## src/mie_map.svh

```systemverilog
// Offsets, field positions, reset values and timing counts of the instruction subset executor
`ifndef MIE_MAP_SVH
`define MIE_MAP_SVH

// ==========================================================
// Widths
`define MIE_DATA_W 8
`define MIE_FILE_AW 6
`define MIE_ROM_AW 11
`define MIE_ROM_DW 14
`define MIE_TPH_W 3
`define MIE_TDH_W 6
`define MIE_AXI_AW 8

// ==========================================================
// Register byte offsets on the AXI4-Lite bus
`define MIE_OFS_WORK 8'h00
`define MIE_OFS_FLAGS 8'h04
`define MIE_OFS_TPH 8'h08
`define MIE_OFS_TDH 8'h0C
`define MIE_OFS_TMODE 8'h10
`define MIE_OFS_STATE 8'h14

// ==========================================================
// Field positions in the flag register
`define MIE_FLAG_Z_BIT 0
`define MIE_FLAG_DC_BIT 1
`define MIE_FLAG_C_BIT 2

// ==========================================================
// Reset values
`define MIE_RST_WORK 8'h00
`define MIE_RST_TMODE 8'h00
`define MIE_RST_TPH 3'h0
`define MIE_RST_TDH 6'h00

// ==========================================================
// Timing: cycles occupied by each instruction
`define MIE_CYC_TABLE 2
`define MIE_CYC_SINGLE 1

// ==========================================================
// AXI response codes
`define MIE_RESP_OKAY 2'h0
`define MIE_RESP_SLVERR 2'h2

`endif

```

## src/mie_pkg.sv

```systemverilog
// Types shared by the instruction subset executor files
package mie_pkg;

    // ==========================================================
    // Instruction selection from the decoder
    typedef enum logic [2:0] {
        OP_NONE,
        OP_IMMEDIATE_MINUS_WORKING,
        OP_PROGRAM_ROM_TABLE_READ,
        OP_TIMER_ZERO_MODE_LOAD,
        OP_TIMER_ZERO_MODE_READBACK,
        OP_REGISTER_EXCLUSIVE_OR,
        OP_IMMEDIATE_EXCLUSIVE_OR
    } mie_op_e;

    // ==========================================================
    // One decoded instruction
    typedef struct packed {
        mie_op_e op;
        logic [7:0] constant_byte;
        logic [5:0] file_slot;
        logic target_select_bit;
    } mie_insn_s;

    // ==========================================================
    // Status flags
    typedef struct packed {
        logic borrow_out_flag;
        logic half_carry_flag;
        logic result_null_flag;
    } mie_flags_s;

    // ==========================================================
    // Executor sequencing states
    typedef enum logic {
        ST_IDLE,
        ST_FETCH
    } mie_state_e;

endpackage

```

## src/mie_exec.sv

```systemverilog
// Execution unit for subtract-immediate, table read, timer-0 mode moves and exclusive-OR
`timescale 1ns/1ps
`include "mie_map.svh"

module mie_exec (
    input wire logic sys_clk_in,
    input wire logic rst_in,
    // Decoder side
    input wire logic insn_valid_in,
    input wire mie_pkg::mie_insn_s insn_in,
    output logic insn_ready_out,
    // Data register file side
    input wire logic [7:0] file_rdata_in,
    output logic file_we_out,
    output logic [5:0] file_addr_out,
    output logic [7:0] file_wdata_out,
    // Program ROM side
    output logic rom_rd_out,
    output logic [10:0] rom_addr_out,
    input wire logic [13:0] rom_data_in,
    // Core state seen by neighbours
    output logic [7:0] work_out,
    output mie_pkg::mie_flags_s flags_out,
    output logic [7:0] timer_zero_mode_out,
    // AXI4-Lite slave
    input wire logic s_axi_awvalid_in,
    output logic s_axi_awready_out,
    input wire logic [7:0] s_axi_awaddr_in,
    input wire logic s_axi_wvalid_in,
    output logic s_axi_wready_out,
    input wire logic [31:0] s_axi_wdata_in,
    input wire logic [3:0] s_axi_wstrb_in,
    output logic s_axi_bvalid_out,
    input wire logic s_axi_bready_in,
    output logic [1:0] s_axi_bresp_out,
    input wire logic s_axi_arvalid_in,
    output logic s_axi_arready_out,
    input wire logic [7:0] s_axi_araddr_in,
    output logic s_axi_rvalid_out,
    input wire logic s_axi_rready_in,
    output logic [31:0] s_axi_rdata_out,
    output logic [1:0] s_axi_rresp_out
);
    import mie_pkg::*;

    // ==========================================================
    // Address decode shared by the read and write paths
    typedef enum logic [2:0] {
        SEL_WORK,
        SEL_FLAGS,
        SEL_TPH,
        SEL_TDH,
        SEL_TMODE,
        SEL_STATE,
        SEL_NONE
    } mie_sel_e;

    function automatic mie_sel_e reg_select(input logic [7:0] addr);
        begin
            case (addr)
                `MIE_OFS_WORK: reg_select = SEL_WORK;
                `MIE_OFS_FLAGS: reg_select = SEL_FLAGS;
                `MIE_OFS_TPH: reg_select = SEL_TPH;
                `MIE_OFS_TDH: reg_select = SEL_TDH;
                `MIE_OFS_TMODE: reg_select = SEL_TMODE;
                `MIE_OFS_STATE: reg_select = SEL_STATE;
                default: reg_select = SEL_NONE;
            endcase
        end
    endfunction

    // ==========================================================
    // State declarations
    mie_state_e state_q, state_d;
    logic [7:0] work_q, work_d;
    mie_flags_s flags_q, flags_d;
    logic [2:0] tph_q, tph_d;
    logic [5:0] tdh_q, tdh_d;
    logic [7:0] tmode_q, tmode_d;
    logic [10:0] rom_addr_q, rom_addr_d;
    logic file_we_q, file_we_d;
    logic [5:0] file_addr_q, file_addr_d;
    logic [7:0] file_wdata_q, file_wdata_d;

    logic aw_held_q, aw_held_d;
    logic [7:0] aw_addr_q, aw_addr_d;
    logic w_held_q, w_held_d;
    logic [7:0] w_data_q, w_data_d;
    logic w_lane0_q, w_lane0_d;
    logic bvalid_q, bvalid_d;
    logic [1:0] bresp_q, bresp_d;
    logic rvalid_q, rvalid_d;
    logic [31:0] rdata_q, rdata_d;
    logic [1:0] rresp_q, rresp_d;

    logic insn_take;
    logic sw_write;
    mie_sel_e sw_sel;
    logic [7:0] alu_operand;
    logic [7:0] alu_result;
    mie_flags_s alu_flags;

    // ==========================================================
    // Arithmetic unit; the register XOR reads the file slot the decoder addresses
    always_comb begin
        alu_operand = insn_in.constant_byte;
        if (insn_in.op == OP_REGISTER_EXCLUSIVE_OR) begin
            alu_operand = file_rdata_in;
        end
    end

    mie_alu u_alu (
        .op_in(insn_in.op),
        .work_in(work_q),
        .operand_in(alu_operand),
        .result_out(alu_result),
        .flags_out(alu_flags)
    );

    // ==========================================================
    // Bus write is performed once address and data are both held
    assign sw_write = aw_held_q && w_held_q && !bvalid_q;
    assign sw_sel = reg_select(aw_addr_q);
    // Only the idle state accepts a new instruction; the table fetch stalls the decoder
    assign insn_ready_out = (state_q == ST_IDLE);
    assign insn_take = insn_valid_in && insn_ready_out;

    // ==========================================================
    // Core next state: instruction effects win over a bus write in the same cycle,
    // so software never loses a hardware update it raced with
    always_comb begin
        state_d = state_q;
        work_d = work_q;
        flags_d = flags_q;
        tph_d = tph_q;
        tdh_d = tdh_q;
        tmode_d = tmode_q;
        rom_addr_d = rom_addr_q;
        file_we_d = 1'b0;
        file_addr_d = file_addr_q;
        file_wdata_d = file_wdata_q;
        // Software writes, low byte lane only
        if (sw_write && w_lane0_q) begin
            case (sw_sel)
                SEL_WORK: work_d = w_data_q;
                SEL_FLAGS: begin
                    flags_d.result_null_flag = w_data_q[`MIE_FLAG_Z_BIT];
                    flags_d.half_carry_flag = w_data_q[`MIE_FLAG_DC_BIT];
                    flags_d.borrow_out_flag = w_data_q[`MIE_FLAG_C_BIT];
                end
                SEL_TPH: tph_d = w_data_q[2:0];
                SEL_TMODE: tmode_d = w_data_q;
                default: begin
                end
            endcase
        end
        case (state_q)
            ST_IDLE: begin
                if (insn_take) begin
                    case (insn_in.op)
                        OP_IMMEDIATE_MINUS_WORKING: begin
                            work_d = alu_result;
                            flags_d = alu_flags;
                        end
                        OP_PROGRAM_ROM_TABLE_READ: begin
                            rom_addr_d = {tph_q, work_q};
                            state_d = ST_FETCH;
                        end
                        OP_TIMER_ZERO_MODE_LOAD: begin
                            tmode_d = work_q;
                        end
                        OP_TIMER_ZERO_MODE_READBACK: begin
                            work_d = tmode_q;
                        end
                        OP_REGISTER_EXCLUSIVE_OR: begin
                            flags_d.result_null_flag = alu_flags.result_null_flag;
                            if (insn_in.target_select_bit) begin
                                file_we_d = 1'b1;
                                file_addr_d = insn_in.file_slot;
                                file_wdata_d = alu_result;
                            end else begin
                                work_d = alu_result;
                            end
                        end
                        OP_IMMEDIATE_EXCLUSIVE_OR: begin
                            work_d = alu_result;
                            flags_d.result_null_flag = alu_flags.result_null_flag;
                        end
                        default: begin
                        end
                    endcase
                end
            end
            ST_FETCH: begin
                // Second cycle: the ROM word for the held address is sampled here
                work_d = rom_data_in[7:0];
                tdh_d = rom_data_in[13:8];
                state_d = ST_IDLE;
            end
            default: begin
                state_d = ST_IDLE;
            end
        endcase
    end

    // Core registers
    always_ff @(posedge sys_clk_in or posedge rst_in) begin
        if (rst_in) begin
            state_q <= ST_IDLE;
            work_q <= `MIE_RST_WORK;
            flags_q <= '0;
            tph_q <= `MIE_RST_TPH;
            tdh_q <= `MIE_RST_TDH;
            tmode_q <= `MIE_RST_TMODE;
            rom_addr_q <= '0;
            file_we_q <= 1'b0;
            file_addr_q <= '0;
            file_wdata_q <= '0;
        end else begin
            state_q <= state_d;
            work_q <= work_d;
            flags_q <= flags_d;
            tph_q <= tph_d;
            tdh_q <= tdh_d;
            tmode_q <= tmode_d;
            rom_addr_q <= rom_addr_d;
            file_we_q <= file_we_d;
            file_addr_q <= file_addr_d;
            file_wdata_q <= file_wdata_d;
        end
    end

    // ==========================================================
    // AXI4-Lite write channels: address and data may come in either order
    always_comb begin
        aw_held_d = aw_held_q;
        aw_addr_d = aw_addr_q;
        w_held_d = w_held_q;
        w_data_d = w_data_q;
        w_lane0_d = w_lane0_q;
        bvalid_d = bvalid_q;
        bresp_d = bresp_q;
        if (s_axi_awvalid_in && !aw_held_q) begin
            aw_held_d = 1'b1;
            aw_addr_d = s_axi_awaddr_in;
        end
        if (s_axi_wvalid_in && !w_held_q) begin
            w_held_d = 1'b1;
            w_data_d = s_axi_wdata_in[7:0];
            w_lane0_d = s_axi_wstrb_in[0];
        end
        if (sw_write) begin
            aw_held_d = 1'b0;
            w_held_d = 1'b0;
            bvalid_d = 1'b1;
            // Read-only and unmapped offsets answer with an error and change nothing
            bresp_d = (sw_sel == SEL_NONE || sw_sel == SEL_TDH || sw_sel == SEL_STATE) ?
                      `MIE_RESP_SLVERR : `MIE_RESP_OKAY;
        end
        if (bvalid_q && s_axi_bready_in) begin
            bvalid_d = 1'b0;
        end
    end

    // AXI4-Lite read channel, one outstanding read
    always_comb begin
        rvalid_d = rvalid_q;
        rdata_d = rdata_q;
        rresp_d = rresp_q;
        if (s_axi_arvalid_in && !rvalid_q) begin
            rvalid_d = 1'b1;
            rdata_d = 32'h0000_0000;
            rresp_d = `MIE_RESP_OKAY;
            case (reg_select(s_axi_araddr_in))
                SEL_WORK: rdata_d[7:0] = work_q;
                SEL_FLAGS: begin
                    rdata_d[`MIE_FLAG_Z_BIT] = flags_q.result_null_flag;
                    rdata_d[`MIE_FLAG_DC_BIT] = flags_q.half_carry_flag;
                    rdata_d[`MIE_FLAG_C_BIT] = flags_q.borrow_out_flag;
                end
                SEL_TPH: rdata_d[2:0] = tph_q;
                SEL_TDH: rdata_d[5:0] = tdh_q;
                SEL_TMODE: rdata_d[7:0] = tmode_q;
                SEL_STATE: rdata_d[0] = (state_q == ST_FETCH);
                default: rresp_d = `MIE_RESP_SLVERR;
            endcase
        end else if (rvalid_q && s_axi_rready_in) begin
            rvalid_d = 1'b0;
        end
    end

    // Bus registers
    always_ff @(posedge sys_clk_in or posedge rst_in) begin
        if (rst_in) begin
            aw_held_q <= 1'b0;
            aw_addr_q <= '0;
            w_held_q <= 1'b0;
            w_data_q <= '0;
            w_lane0_q <= 1'b0;
            bvalid_q <= 1'b0;
            bresp_q <= `MIE_RESP_OKAY;
            rvalid_q <= 1'b0;
            rdata_q <= '0;
            rresp_q <= `MIE_RESP_OKAY;
        end else begin
            aw_held_q <= aw_held_d;
            aw_addr_q <= aw_addr_d;
            w_held_q <= w_held_d;
            w_data_q <= w_data_d;
            w_lane0_q <= w_lane0_d;
            bvalid_q <= bvalid_d;
            bresp_q <= bresp_d;
            rvalid_q <= rvalid_d;
            rdata_q <= rdata_d;
            rresp_q <= rresp_d;
        end
    end

    // ==========================================================
    // Output drive
    assign s_axi_awready_out = !aw_held_q;
    assign s_axi_wready_out = !w_held_q;
    assign s_axi_bvalid_out = bvalid_q;
    assign s_axi_bresp_out = bresp_q;
    assign s_axi_arready_out = !rvalid_q;
    assign s_axi_rvalid_out = rvalid_q;
    assign s_axi_rdata_out = rdata_q;
    assign s_axi_rresp_out = rresp_q;
    assign file_we_out = file_we_q;
    assign file_addr_out = file_addr_q;
    assign file_wdata_out = file_wdata_q;
    assign rom_rd_out = (state_q == ST_FETCH);
    assign rom_addr_out = rom_addr_q;
    assign work_out = work_q;
    assign flags_out = flags_q;
    assign timer_zero_mode_out = tmode_q;

endmodule

```

## src/mie_alu.sv

```systemverilog
// Arithmetic and logic unit of the instruction subset executor
`timescale 1ns/1ps
`include "mie_map.svh"

module mie_alu (
    input wire mie_pkg::mie_op_e op_in,
    input wire logic [7:0] work_in,
    input wire logic [7:0] operand_in,
    output logic [7:0] result_out,
    output mie_pkg::mie_flags_s flags_out
);
    import mie_pkg::*;

    logic [8:0] diff_full;
    logic [4:0] diff_low;

    // Two's complement difference, nine bits so the borrow is visible
    always_comb begin
        diff_full = {1'b0, operand_in} - {1'b0, work_in};
        diff_low = {1'b0, operand_in[3:0]} - {1'b0, work_in[3:0]};
    end

    // Result select and flags; for non-arithmetic ops only the null flag is used upstream
    always_comb begin
        result_out = work_in ^ operand_in;
        flags_out.borrow_out_flag = 1'b0;
        flags_out.half_carry_flag = 1'b0;
        if (op_in == OP_IMMEDIATE_MINUS_WORKING) begin
            result_out = diff_full[7:0];
            flags_out.borrow_out_flag = ~diff_full[8];
            flags_out.half_carry_flag = ~diff_low[4]; // Inverted nibble borrow, like the carry
        end
        flags_out.result_null_flag = (result_out == 8'h00);
    end

endmodule

```

## config.mk

```make
export PLATFORM = sky130hd
export DESIGN_NAME = mie_exec
export DESIGN_NICKNAME = d
export VERILOG_FILES = /design/src/mie_pkg.sv /design/src/mie_exec.sv /design/src/mie_alu.sv
export VERILOG_INCLUDE_DIRS = /design/src
export SDC_FILE = /design/constraint.sdc
export NUM_CORES = 1
export LEC_CHECK = 0
export ABC_AREA = 1
export ABC_CLOCK_PERIOD_IN_PS = 2650
export BUFFER_PORTS_ARGS = -buffer_cell sky130_fd_sc_hd__buf_2
export CORE_MARGIN = 10
export CORE_UTILIZATION = 50
export CTS_BUF_LIST = sky130_fd_sc_hd__clkbuf_4 sky130_fd_sc_hd__clkbuf_8
export DETAILED_ROUTE_END_ITERATION = 10
export PLACE_DENSITY = 0.81
export REMOVE_ABC_BUFFERS = 1
export SETUP_SLACK_MARGIN = 0.2
export SYNTH_ARGS = -nofsm -noshare
export SYNTH_HDL_FRONTEND = slang
export SYNTH_HIERARCHICAL = 1
export SYNTH_SLANG_ARGS = --single-unit
```

## constraint.sdc

```tcl
create_clock -name sys_clk_in -period 2.65 [get_ports sys_clk_in]
set_clock_uncertainty 0.1 [all_clocks]
set_input_delay 0.1325 -clock sys_clk_in [delete_from_list [all_inputs] [get_ports sys_clk_in]]
set_output_delay 0.1325 -clock sys_clk_in [all_outputs]
set_load 0.01 [all_outputs]
```

Word-level counts from Yosys, hierarchy flattened
Cells that the tools add are included.
{"block": "totals", "reg_bits": 88, "word_cells": 128}
{"block": "op_classes", "eq_ne": 27, "bitwise_logic": 4, "muxes": 43, "reduce_logical": 30, "add_sub_neg": 2}
{"operator": "8-bit two-way mux", "count": 11}
{"operator": "3-bit case mux with 6 select lines", "count": 2}
{"operator": "8-bit by 4-bit equality test with 1-bit output (second input constant)", "count": 4}
{"operator": "8-bit by 5-bit equality test with 1-bit output (second input constant)", "count": 4}
{"operator": "3-bit equality test (second input constant)", "count": 8}
{"operator": "8-bit zero test", "count": 3}
{"operator": "8-bit case mux with 3 select lines", "count": 1}
{"operator": "3-bit by 2-bit equality test with 1-bit output (second input constant)", "count": 6}
{"operator": "8-bit by 3-bit equality test with 1-bit output (second input constant)", "count": 2}
{"operator": "8-bit case mux with 2 select lines", "count": 1}
{"operator": "1-bit two-way mux", "count": 15}
{"operator": "3-bit two-way mux", "count": 5}
{"operator": "2-bit case mux with 5 select lines", "count": 1}
{"operator": "3-bit by 1-bit equality test with 1-bit output (second input constant)", "count": 3}
{"operator": "1-bit logical AND", "count": 9}
{"operator": "3-bit case mux with 3 select lines", "count": 1}
{"operator": "8-bit by 8-bit subtractor with 9-bit output", "count": 1}
{"operator": "2-bit nonzero test", "count": 4}
{"operator": "8-bit bitwise XOR", "count": 1}
{"operator": "3-bit zero test", "count": 2}
{"operator": "2-bit two-way mux", "count": 3}
{"operator": "1-bit case mux with 6 select lines", "count": 1}
{"operator": "6-bit OR reduction", "count": 1}
{"operator": "4-bit by 4-bit subtractor with 5-bit output", "count": 1}
{"operator": "other kinds (10)", "count": 16}

Depth between registers and ports, before layout
{"block": "logic_depth", "ltp_word": 9, "ltp_mapped": 20, "ltp_nobuf": 20}

Cells and area by module
Netlist, hierarchy kept.
{"module": "mie_exec", "cells_per_inst": 535, "area_per_inst_um2": 4480.5, "instances": 1}
{"module": "mie_alu", "cells_per_inst": 113, "area_per_inst_um2": 596.8, "instances": 1}

Least setup slack after synthesis
OpenSTA, ideal clock, no wires.
{"block": "synth_timing", "kind": "input to register", "start": "input port insn_in[15] in the netlist's numbering", "end": "register flags_q (netlist bit flags_out[0])", "arrival_ps": 2208, "path_stages": 20, "n_path_buf": 0, "setup_slack_ps": 223, "path_cell_list": "inv_1 > nor2_2 > nand2_1 > mux2_2 > inv_1 > ha_1 > inv_1 > fa_1 > inv_1 > nor2_2 > nor2_2 > nand2_1 > nand2_1 > nand2_1 > inv_2 > nor2_1 > nand2_1 > nor2_2 > o22ai_1 > inv_1"}
{"item": "start: declaration", "line_no": "mie_exec.sv:10", "text": "input wire mie_pkg::mie_insn_s insn_in,"}
{"item": "end signal: assignment", "line_no": "mie_exec.sv:222", "text": "flags_q <= flags_d;"}
{"item": "end: declaration", "line_no": "mie_exec.sv:76", "text": "mie_flags_s flags_q, flags_d;"}

Worst setup path in the final report
{"block": "layout_timing", "start": "input port insn_in[15] in the netlist's numbering", "end": "register work_q[7] (netlist: work_out[7])"}
{"block": "layout_via", "elab_chain_cells": 8}
{"item": "3-bit equality test *", "line_no": "mie_exec.sv:107", "text": "if (insn_in.op == OP_REGISTER_EXCLUSIVE_OR) begin"}
{"item": "8-bit two-way mux *", "line_no": "mie_exec.sv:107"}
{"item": "named net alu_operand[2]", "line_no": "mie_exec.sv:99", "text": "logic [7:0] alu_operand;"}
{"item": "8-bit by 8-bit subtractor with 9-bit output *", "line_no": "mie_alu.sv:19", "text": "diff_full = {1'b0, operand_in} - {1'b0, work_in};"}
{"item": "8-bit two-way mux *", "line_no": "mie_alu.sv:28", "text": "if (op_in == OP_IMMEDIATE_MINUS_WORKING) begin"}
{"item": "named net alu_result[7]", "line_no": "mie_exec.sv:100", "text": "logic [7:0] alu_result;"}
{"item": "8-bit two-way mux", "line_no": "mie_exec.sv:177", "text": "if (insn_in.target_select_bit) begin"}
{"item": "8-bit case mux with 3 select lines *", "line_no": "mie_exec.sv:160", "text": "case (insn_in.op)"}
{"item": "8-bit two-way mux *", "line_no": "mie_exec.sv:159", "text": "if (insn_take) begin"}
{"item": "8-bit case mux with 2 select lines *", "line_no": "mie_exec.sv:157", "text": "case (state_q)"}
{"item": "named net work_d[7]", "line_no": "mie_exec.sv:75", "text": "logic [7:0] work_q, work_d;"}
{"item": "end signal: assignment", "line_no": "mie_exec.sv:210", "text": "work_q <= `MIE_RST_WORK;"}
{"item": "end signal: assignment", "line_no": "mie_exec.sv:221", "text": "work_q <= work_d;"}
{"item": "end: declaration", "line_no": "mie_exec.sv:75"}
The timed path passes the listed nets; every way through them passes the cells marked *.
A chain may end at the register's enable or synchronous reset.

==> metrics.md <==
| Metric | Value |
|---|---|
| Worst slew pin tran | `0.770 ns` |
| Via-to-Cell Ratio | `5.16` |
| Seq/Total Area, Yosys | `0.424` |
| Final Max Slew Viols | `0` |
| Total gr overflow | `0` |
| Synthesis warning total | `6` |
| CP Launch Type | `primary input` |
| Crit path time final | `2.25 ns` |
| Peak VDD IR | `0.621 mV` |
| Area grow syn2layout | `25.8%` |
| Core footprint | `0.00982 mm²` |
| Register bit total from synthesis | `86` |
| CTS Sinks | `86` |
| Clock latency on the worst-skew pair | `0.36 ns` |
| Post-synth ARST share | `1.00` |
| Slew HR | `0.486` |
| Number of setup buffers added after CTS | `0` |
| EDFF count, synth | `0` |
| CTS Buf Count | `9` |
| Root Buffer | `clkbuf_8` |
| Worst min-delay path class | `in2reg` |
| Area fraction of the dominant cell type after synthesis | `0.424` |
| Wire per inst | `15.8 µm` |
| Run status | `finished clean` |
| Initial antenna violation count | `1` |
| Final hold violations | `0` |
| Switching Share | `0.379` |
| Die Y | `121 µm` |
| RSZ-0062 raised after global routing | `no` |
| GRT Overall Usage | `0.208` |
| Setup TNS | `0 ns` |
| CP Class | `in2reg` |
| Top-count cell post-synth | `nand2_1` |
| Post-Route WL | `15,200 µm` |
| Routability cong. | `0.867` |
| Post-route ant nets | `0` |
| Combinational Power Share | `0.361` |
| Worst path arrival time | `2.42 ns` |
| P_sw | `1.71 mW` |
| Pre-Repair DR Iteration Count | `5` |
| Synth Area per Inst | `7.84 µm²` |
| Row cnt | `36` |
| Top FF cell, synth | `dfrtp_1` |
| Fmax | `0.445 GHz` |
| Synth cell count leaders | `180 x nand2_1, 86 x dfrtp_1, 85 x inv_1` |
| Share of layout cells above drive strength 1 | `0.266` |
| Critical Path RT | `2.83 ns` |
| Max-cap violations | `0` |
| Worst-path clk slew | `0.09 ns` |
| H-tree depth | `3` |
| Tcrit/Tclk final | `0.848` |
| Crit-path max FO | `8` |
| Cell Count Post-Placement | `907` |
| P_leak | `3.50 nW` |
| Area leader, netlist | `dfrtp_1` |
| Sequential Power Share | `0.432` |
| Clock buffer depth | `2` |
| Pwr Total | `4.52 mW` |
| Synth Instances | `648` |
| # IOs | `188` |
| Top cells by area, synth | `dfrtp_1 42%, nand2_1 13%, inv_1 6.3%` |
| PwrDens | `708 mW/mm²` |
| Setup-failing EPs final | `0` |
| CTS tree | `yes` |
| Residual DRC count | `0` |
| # nets final | `938` |
| Mapped cell area | `0.00508 mm²` |
| Starting density of the core | `0.517` |
| First-pass GRT wire length | `24,800 µm` |
| Finished Layout Cells | `966` |
| Clock share of power | `0.207` |
| Post-DP HPWL | `11,400 µm` |
| Synth cell types | `41` |
| Vias in the first global route | `5,031` |
| Chip Width | `121 µm` |
| DR iter-0 viols | `340` |
| DIE AREA | `0.0146 mm²` |
| I/O Buffers | `134` |
| P_int | `2.81 mW` |
| Via total after detailed routing | `4,982` |
| Largest net degree at the start of global routing | `47` |
| CP endpoint kind | `register` |
power groups by stage:
stage | logic [mW] | clock network (mW) | registers (mW)
3_5_place_dp | 1.55 | 0 | 1.97
3_3_place_gp | 1.51 | 0 | 1.95
2_1_floorplan | 0.899 | 0 | 2.01
4_1_cts | 1.61 | 0.952 | 1.95
5_1_grt | 1.84 | 1.01 | 1.99
6_report | 1.63 | 0.937 | 1.95
path summary, 6_finish.rpt:
check                                       from          endpoint  slack (ns)  depth (start not counted)
worst max-delay path                 insn_in[15]       work_out[7]        0.40                         17
worst min-delay path                  insn_in[0]  file_addr_out[3]         0.1                          5
worst max register to register       work_out[0]      flags_out[0]        0.45                         12
worst min register to register  file_addr_out[5]  file_addr_out[5]        0.38                          2
max in group asynchronous                 rst_in       work_out[4]        1.28                          4
min in group asynchronous                 rst_in  file_addr_out[4]        0.34                          3
layout make-up:
type | instances | area (µm²)
inverter | 95 | 358
sequential | 86 | 2150
multi-input combinational | 451 | 2350
tap | 133 | 166
clock buffer | 11 | 145
clock inverter | 5 | 58.8
timing repair buffer | 184 | 1150
fill | 829 | 3430
antenna | 1 | 2.50
worst max-delay path, stage by stage:
cell,delay (ns)
buf_2,0.10
inv_1,0.10
nor2_2,0.06
nand2_1,0.08
buf_4,0.17
mux2_2,0.34
ha_2,0.41
nand3_1,0.12
nand2_1,0.11
nand3_1,0.10
nand2_1,0.08
nand2_1,0.04
nand2_1,0.09
inv_1,0.07
o22ai_1,0.15
a21oi_1,0.09
a21oi_1,0.18
metal layers:
metal | track usage | share of wire | vias to the layer above
met1 | 0.240 | 0.38 | 2312
met2 | 0.349 | 0.48 | 258
li1 | - | - | 2373
met4 | 0.0633 | 0.026 | 0
met5 | 0 | 0 | -
met3 | 0.0791 | 0.11 | 39
registers in the layout (all words and copies together), names as in the netlist:
name and cells:
aw_addr_q 8, aw_held_q 1, file_addr_out 6, file_wdata_out 8
file_we_out 1, flags_out 3, rom_addr_out 11, rom_rd_out 1
s_axi_bresp_out 1, s_axi_bvalid_out 1, s_axi_rdata_out 8, s_axi_rresp_out 1
s_axi_rvalid_out 1, tdh_q 6, timer_zero_mode_out 8, tph_q 3
w_data_q 8, w_held_q 1, w_lane0_q 1, work_out 8
through the flow:
stage / hold WS (ns) / setup WS (ns) / area [µm²] / utilization
floorplan: 0.129 / 0.196 / 4860 / -
global placement: 0.175 / 0.131 / 5760 / 0.586
detailed placement: 0.181 / 0.0578 / 5760 / 0.586
CTS: 0.0851 / 0.415 / 6380 / 0.650
global route: 0.113 / 0.214 / 6390 / 0.651
finish: 0.0997 / 0.404 / 6390 / 0.651
timing repair:
action                                  4_1_cts  5_1_grt
hold endpoints to repair                     84        0
endpoints found under the setup margin        0        3
gates resized for setup                       0        2
hold buffers                                 42        0
cells by family (layout without fill, tap and decap cells):
group	after synthesis	in the layout	share of synthesized area
fa+ha+maj	11	11	0.0286
mux	18	18	0.0399
flops	86	86	0.424
other cells	1	27	0.000739
buf+inv	136	295	0.132
simple gates	292	292	0.255
compound gates	104	104	0.121
layout by cell type (no fill, tap or decap), types with 3 or more instances in the layout:
| cell type | count |
|---|---|
| inv_2 | 9 |
| buf_2 | 134 |
| dfrtp_1 | 86 |
| nor2_4 | 3 |
| nor2_1 | 54 |
| a31oi_1 | 3 |
| inv_1 | 84 |
| a21oi_1 | 25 |
| nor2_2 | 11 |
| buf_4 | 8 |
| nand4_1 | 7 |
| nand2_1 | 180 |
| o211ai_1 | 18 |
| o21ai_0 | 27 |
| nand3_2 | 5 |
| nand2_2 | 5 |
| ha_1 | 9 |
| clkbuf_8 | 10 |
| mux2_2 | 18 |
| dlygate4sd3_1 | 42 |
| o22ai_1 | 9 |
| o21ai_1 | 13 |
| conb_1 | 26 |
| nand3_1 | 18 |
Power figures use the tool's default switching activity.
